--- src/shared/nsg_regs.vh ---
// Purpose: Offsets, fields, reset values and timing counts of the shaping
//          and gain control block.
// Assumes: APB with 32-bit data, one aligned word per register.
// Notes:   Definitions only.
`ifndef NSG_REGS_VH
`define NSG_REGS_VH

`define NSG_OFF_CTRL       12'h000
`define NSG_OFF_COEF       12'h004
`define NSG_OFF_GAIN       12'h008
`define NSG_OFF_STATUS     12'h00C
`define NSG_OFF_LATENCY    12'h010

`define NSG_CTRL_EN_BIT    0
`define NSG_CTRL_REF_BIT   1
`define NSG_CTRL_RESET     32'h00000000
`define NSG_COEF_RESET     32'h00000000
`define NSG_GAIN_RESET     4'h0
`define NSG_GAIN_MAX       4'hC

`define NSG_LAT_BASE       5'h16
`define NSG_LAT_EXTRA      5'h04
`define NSG_ON_DELAY       10
`define NSG_OFF_DELAY      6
`define NSG_SCLK_EDGES     16

`endif

--- src/nsg_top.v ---
// Purpose: Noise shaping mode and gain control with an APB register file.
// Assumes: Serial and pin inputs synchronous to pclk; sample_tick marks one
//          sampling-clock cycle.
// Notes:   Behaviour below.
// Notes on behaviour
// - Reset leaves shaping off; register bit or control pins enable it.
// - Shaped floor center lies midway between the two corner frequencies.
// - Codes 0-7 map 0.250..0.420, codes 8-F map 0.000..0.230.
// - Shaping adds four sample cycles of latency, 26 in total.
// - Serial enable becomes active 10 sample cycles after 16th falling edge.
// - After disable, unshaped samples resume 6 sample cycles later.
// - Shaping adds no group delay, only fixed pipeline latency changes.
// - Gain selectable 0 to 6 dB in 0.5 dB steps, range scales.
// - Gain is 0 dB after reset until programmed.
// - A reference-select bit chooses internal or external reference.
//
// Implementation choices: register access over APB and the placing of the registers.
`timescale 1ns/1ps
`include "nsg_regs.vh"
module nsg_top (
  input  wire        pclk,
  input  wire        presetn,
  input  wire        psel,
  input  wire        penable,
  input  wire        pwrite,
  input  wire [11:0] paddr,
  input  wire [31:0] pwdata,
  output reg  [31:0] prdata,
  output wire        pready,
  output wire        pslverr,
  input  wire        sample_tick,
  input  wire        sclk_fall,
  input  wire        control_pin_one,
  input  wire        control_pin_two,
  input  wire        control_pin_three,
  output reg         shaping_active,
  output reg  [3:0]  active_corner_first,
  output reg  [3:0]  active_corner_second,
  output reg  [10:0] center_milli2,
  output reg  [4:0]  pipeline_latency,
  output reg  [3:0]  gain_half_db,
  output reg         ref_external
);
  localparam ST_OFF    = 2'h0;
  localparam ST_SEROFF = 2'h1;
  localparam ST_WAITON = 2'h2;
  localparam ST_ON     = 2'h3;

  reg        reg_enable;
  reg [3:0]  corner_code_first;
  reg [3:0]  corner_code_second;
  reg [1:0]  state;
  reg [4:0]  edge_count;
  reg [3:0]  delay_count;
  reg        edges_done;
  wire [9:0] freq_first;
  wire [9:0] freq_second;
  wire       wr_en;
  wire       rd_en;
  wire       pins_on;
  wire       want_on;
  wire       mapped;

  assign pready  = 1'b1;
  assign wr_en   = psel & penable & pwrite;
  assign rd_en   = psel & penable & ~pwrite;
  assign mapped  = (paddr == `NSG_OFF_CTRL) | (paddr == `NSG_OFF_COEF) |
                   (paddr == `NSG_OFF_GAIN) | (paddr == `NSG_OFF_STATUS) |
                   (paddr == `NSG_OFF_LATENCY);
  assign pslverr = psel & penable & ~mapped;
  // Any high pin enables; the bit must stay clear when pins rule.
  assign pins_on = control_pin_one | control_pin_two |
                   control_pin_three;
  assign want_on = reg_enable | pins_on;

  // Writes take effect at the access edge; gain above 6 dB is clamped.
  always @(posedge pclk or negedge presetn) begin
    if (!presetn) begin
      reg_enable         <= 1'b0;
      ref_external       <= 1'b0;
      corner_code_first  <= 4'h0;
      corner_code_second <= 4'h0;
      gain_half_db       <= `NSG_GAIN_RESET;
    end else if (wr_en) begin
      case (paddr)
        `NSG_OFF_CTRL: begin
          reg_enable   <= pwdata[`NSG_CTRL_EN_BIT];
          ref_external <= pwdata[`NSG_CTRL_REF_BIT];
        end
        `NSG_OFF_COEF: begin
          corner_code_first  <= pwdata[3:0];
          corner_code_second <= pwdata[7:4];
        end
        `NSG_OFF_GAIN: begin
          if (pwdata[3:0] > `NSG_GAIN_MAX) begin
            gain_half_db <= `NSG_GAIN_MAX;
          end else begin
            gain_half_db <= pwdata[3:0];
          end
        end
        default: begin
        end
      endcase
    end
  end

  always @* begin
    case (paddr)
      `NSG_OFF_CTRL:    prdata = {30'h0, ref_external, reg_enable};
      `NSG_OFF_COEF:    prdata = {24'h0, corner_code_second,
                                  corner_code_first};
      `NSG_OFF_GAIN:    prdata = {28'h0, gain_half_db};
      `NSG_OFF_STATUS:  prdata = {21'h0, center_milli2};
      `NSG_OFF_LATENCY: prdata = {24'h0, state, shaping_active,
                                  pipeline_latency};
      default:          prdata = 32'h00000000;
    endcase
    if (!rd_en) begin
      prdata = 32'h00000000;
    end
  end

  nsg_corner_lut u_lut_first (
    .code       (active_corner_first),
    .freq_milli (freq_first)
  );
  nsg_corner_lut u_lut_second (
    .code       (active_corner_second),
    .freq_milli (freq_second)
  );

  // A register enable waits for the 16th serial falling edge of the frame
  // that carried it; the edge count restarts only when the block leaves the off state.
  always @(posedge pclk or negedge presetn) begin
    if (!presetn) begin
      state                <= ST_OFF;
      edge_count           <= 5'h00;
      delay_count          <= 4'h0;
      edges_done           <= 1'b0;
      shaping_active       <= 1'b0;
      active_corner_first  <= 4'h0;
      active_corner_second <= 4'h0;
      pipeline_latency     <= `NSG_LAT_BASE;
      center_milli2        <= 11'h000;
    end else begin
      center_milli2 <= {1'b0, freq_first} + {1'b0, freq_second};
      case (state)
        ST_OFF: begin
          if (want_on) begin
            state       <= ST_WAITON;
            delay_count <= 4'h0;
            edge_count  <= 5'h00;
            edges_done  <= ~reg_enable;
          end
        end
        ST_WAITON: begin
          if (!want_on) begin
            state <= ST_OFF;
          end else if (!edges_done) begin
            if (sclk_fall) begin
              edge_count <= edge_count + 5'h01;
              if (edge_count == `NSG_SCLK_EDGES - 1) begin
                edges_done <= 1'b1;
              end
            end
          end else if (sample_tick) begin
            if (delay_count == `NSG_ON_DELAY - 1) begin
              state                <= ST_ON;
              shaping_active       <= 1'b1;
              active_corner_first  <= corner_code_first;
              active_corner_second <= corner_code_second;
              // Latency grows only; no group delay is added.
              pipeline_latency <= `NSG_LAT_BASE + `NSG_LAT_EXTRA;
            end else begin
              delay_count <= delay_count + 4'h1;
            end
          end
        end
        ST_ON: begin
          active_corner_first  <= corner_code_first;
          active_corner_second <= corner_code_second;
          if (!want_on) begin
            state       <= ST_SEROFF;
            delay_count <= 4'h0;
          end
        end
        ST_SEROFF: begin
          if (sample_tick) begin
            if (delay_count == `NSG_OFF_DELAY - 1) begin
              state            <= ST_OFF;
              shaping_active   <= 1'b0;
              pipeline_latency <= `NSG_LAT_BASE;
            end else begin
              delay_count <= delay_count + 4'h1;
            end
          end
        end
        default: begin
          state <= ST_OFF;
        end
      endcase
    end
  end
endmodule

--- src/nsg_corner_lut.v ---
// Purpose: Maps a four-bit corner code to a normalized corner frequency.
// Assumes: Output is the frequency over the sample rate times 1000.
// Notes:   Pure lookup, instantiated once per corner code.
`timescale 1ns/1ps
module nsg_corner_lut (
  input  wire [3:0] code,
  output reg  [9:0] freq_milli
);
  // Codes 0..7 rise from 0.250 to 0.420, codes 8..F rise from 0.000.
  always @* begin
    case (code)
      4'h0: freq_milli = 10'h0FA;
      4'h1: freq_milli = 10'h10E;
      4'h2: freq_milli = 10'h122;
      4'h3: freq_milli = 10'h137;
      4'h4: freq_milli = 10'h14D;
      4'h5: freq_milli = 10'h165;
      4'h6: freq_milli = 10'h181;
      4'h7: freq_milli = 10'h1A4;
      4'h8: freq_milli = 10'h000;
      4'h9: freq_milli = 10'h050;
      4'hA: freq_milli = 10'h073;
      4'hB: freq_milli = 10'h08F;
      4'hC: freq_milli = 10'h0A7;
      4'hD: freq_milli = 10'h0BD;
      4'hE: freq_milli = 10'h0D2;
      4'hF: freq_milli = 10'h0E6;
      default: freq_milli = 10'h000;
    endcase
  end
endmodule

--- config.mk ---
export PLATFORM = sky130hd
export DESIGN_NAME = nsg_top
export DESIGN_NICKNAME = d
export VERILOG_FILES = /design/src/nsg_top.v /design/src/nsg_corner_lut.v
export VERILOG_INCLUDE_DIRS = /design/src /design/src/shared
export SDC_FILE = /design/constraint.sdc
export NUM_CORES = 1
export LEC_CHECK = 0
export BUFFER_PORTS_ARGS = -buffer_cell sky130_fd_sc_hd__buf_2
export CAP_MARGIN = 5
export CELL_PAD_IN_SITES_DETAIL_PLACEMENT = 1
export CELL_PAD_IN_SITES_GLOBAL_PLACEMENT = 1
export CORE_MARGIN = 2
export CORE_UTILIZATION = 34
export DETAILED_ROUTE_END_ITERATION = 16
export GPL_ROUTABILITY_DRIVEN = 0
export PLACE_DENSITY = 0.83
export SYNTH_ARGS = -nofsm -noshare
export SYNTH_HDL_FRONTEND = slang
export SYNTH_SLANG_ARGS = --single-unit
--- constraint.sdc ---
create_clock -name pclk -period 2.1 [get_ports pclk]
set_input_delay 0.315 -clock pclk [delete_from_list [all_inputs] [get_ports pclk]]
set_output_delay 0.315 -clock pclk [all_outputs]
set_load 0.005 [all_outputs]
==> reports/metrics.cfg <==
[run_status]
status = finished with violations
violations = setup timing

[yosys]
yosysWarnings = 0
synth_cells = 390
synth_ff_type = dfrtp_1
syn-cell-area_mm2 = 0.00360
ys_types = 60
synth-edff-count = 0
async_flop_share_pct = 100
ys_seq_area_share_pct = 32.0
synth_seq_cells = 46
avgSynthCellArea_um2 = 9.23

[critical_path]
cp-endpoint = center_milli2[6]
crit_path_start = active_corner_second[1]
path_max_fanout = 5
criticalPathCategory = reg -> reg
path_buf_inv = 3
cpMostUsedCell = buf_4
r2r_cells = 10
crit_path_end_kind = flip-flop
path_cells = buf_6 > buf_4 > nor2_1 > a21oi_2 > buf_4 > fa_2 > a211oi_2 > o21bai_1 > a21oi_1 > xnor2_1
reg2reg_slack_ns = -0.35
slowest_delay_ns = 0.49
cp-start-kind = flip-flop
cp.depth = 10
rr_startpoint = active_corner_second[1]
crit_required_ns = 2.33
slowest_stage = dfrtp_2
cp_top_family = compound AO/OA/AOI/OAI gates
r2r_end = center_milli2[6]
critPathArrivalTime_ns = 2.68

[grt]
grt_max_degree = 38
gr-total-overflow = 0
track_usage_pct = 21.5
grt_pass1_vias = 3741
antenna_found_initial = 1
grt_pass1_wl_mm = 19.6

[sta]
hold_ws_ns = 0.0940
max_slew_margin_pct = 45.2
fin_crit_sh_pct = 117
period_minus_slack_ns = 2.45
slew_violations = 0
setup_slack_ns = -0.350
max_freq_ghz = 0.408
setup_viol = 25
finalSetupTns_ns = -4.05
finalHoldViolations = 0
skew_ns = 0.00713
rsz0062_at_grt = yes
tightest_slew_ns = 0.822

[routing]
wl_per_cell_um = 20.1
first_pass_iters = 4
route.vias.total = 3563
wirelength_mm = 13.2
drcViolationCount = 0
drt.antenna.violating_nets = 0
vias_per_cell = 5.43
drt-initial-drc-count = 177

[final_layout]
layout.nets = 604
drive_above_1_share_pct = 48.7
final_area_mm2 = 0.00510
fin_cells = 656
area_growth_pct = 41.8
post-route-util_pct = 49.4

[hold_path]
hold_path_class = in -> async

[cts]
root_buffer = clkbuf_8
cts_made_buffers = 5
cts_tree = built
cts.path.max_buffers = 2
clk_latency_ns = 0.31
cts_sinks = 46
htreeDepth = 2
clk_pin_slew_ns = 0.09

[floorplanning]
fp.dieW_um = 107
io_pins = 118
rows = 37
coreArea_mm2 = 0.0103
die_height_um = 107
die-area_mm2 = 0.0114
initial_core_util_pct = 34.9

[placement]
port_buffers = 66
placed_cells = 630
post_dp_cell_area_mm2 = 0.00441
dp_slack_ns = -0.363
dp_hpwl_mm = 8.63

[power_and_ir_drop]
power_density_mw_per_mm2 = 438
cellLeakagePower_nw = 2.32
power_mw = 2.23
irDropWorstVdd_mv = 0.426

[job]
cap_violations = 0

## placed cells by master, fill, tap and decap left out, types with 4 or more instances in the layout
cell type,count
buf_2,64
buf_4,56
dfrtp_1,37
nand2_1,29
conb_1,27
nor2_1,18
o21ai_0,18
buf_6,17
inv_1,16
a21oi_1,15
ha_1,15
a21oi_2,13
mux2_2,13
mux2_4,12
ha_4,9
dfrtp_2,8
a21o_1,7
ha_2,7
o21ai_1,5
nor4_4,5
xnor2_1,5
nor2b_1,5
nand3_1,5
clkbuf_8,5
o22ai_1,4
or3_4,4
a22oi_1,4
## report_power, final
group	total (mW)	switching, mW	internal (mW)	leakage, nW
Sequential	0.990	0.0603	0.929	0.579
Clock	0.697	0.340	0.357	0.0585
Combinational	0.547	0.329	0.219	1.69
## final cells by class
class	count	area, µm²
flip-flops and latches	46	1160
well taps	136	170
clock inverters	3	43.8
clock buffers	5	68.8
inverters	20	82.6
fillers	1201	5220
diodes	1	2.50
repair buffers	138	952
multi-input cells	307	2620
## logic make-up after synthesis
| family | Yosys count | share of synthesized area, % |
|---|---|---|
| AOI/OAI and AO/OA | 105 | 18.6 |
| DFF | 46 | 32.0 |
| adders and majority gates | 32 | 11.3 |
| xor gates and xnor gates | 6 | 1.46 |
| buffers and inverters | 62 | 9.42 |
| muxes | 31 | 10.5 |
| and+or+nand+nor | 106 | 16.4 |
| other | 2 | 0.209 |
## synthesized netlist by cell type (all sizes together) (6+ instances only)
cell type | instances | share of area [%]
clkbuf | 13 | 1.4
mux2 | 25 | 7.8
nor2 | 20 | 2.1
nand2 | 31 | 3.2
o21ai | 26 | 3.6
nand3 | 6 | 0.83
or3 | 6 | 1.1
a21o | 7 | 1.5
inv | 20 | 2.1
a21oi | 29 | 4.1
ha | 31 | 11
dfrtp | 45 | 31
buf | 29 | 6.0
nor4 | 7 | 2.1
## timing repair
item | in CTS | in global routing
hold buffers | 0 | 0
setup endpoints to repair | 28 | 39
pin swaps | 38 | 22
setup buffers | 14 | 3
gates resized for setup | 61 | 44
## registers in the layout, indices dropped and copies added, names as in the netlist
register	flops
corner_code_first	4
center_milli2	10
corner_code_second	4
reg_enable	1
pipeline_latency	2
ref_external	1
state	2
gain_half_db	4
active_corner_first	4
edges_done	1
delay_count	4
active_corner_second	4
edge_count	5
## worst min path at each step
| stage | startpoint | endpoint | slack, ns |
|---|---|---|---|
| after floorplan | presetn | active_corner_first[0] | 0.02 |
| after global placement | presetn | reg_enable | 0.43 |
| after detailed placement | presetn | pipeline_latency[3] | 0.45 |
| after CTS | presetn | pipeline_latency[3] | 0.11 |
| after global routing | presetn | corner_code_first[0] | 0.15 |
| final | presetn | pipeline_latency[3] | 0.09 |
## worst register-to-register path, stage by stage (launching register included)
cell      delay (ns)
dfrtp_2         0.49
buf_6           0.17
buf_4           0.15
nor2_1          0.25
a21oi_2         0.12
buf_4           0.17
fa_2            0.36
a211oi_2        0.24
o21bai_1        0.11
a21oi_1         0.16
xnor2_1         0.14
## metal layers
metal | GRT usage (%) | vias up | share of wire [%]
met4 | 8.44 | 0 | 3.3
met1 | 25.2 | 1797 | 40
met5 | 0 | - | 0
met3 | 2.49 | 34 | 2.9
met2 | 39.8 | 115 | 54
li1 | - | 1617 | -
Note: power is estimated with default switching activity, not from simulation.
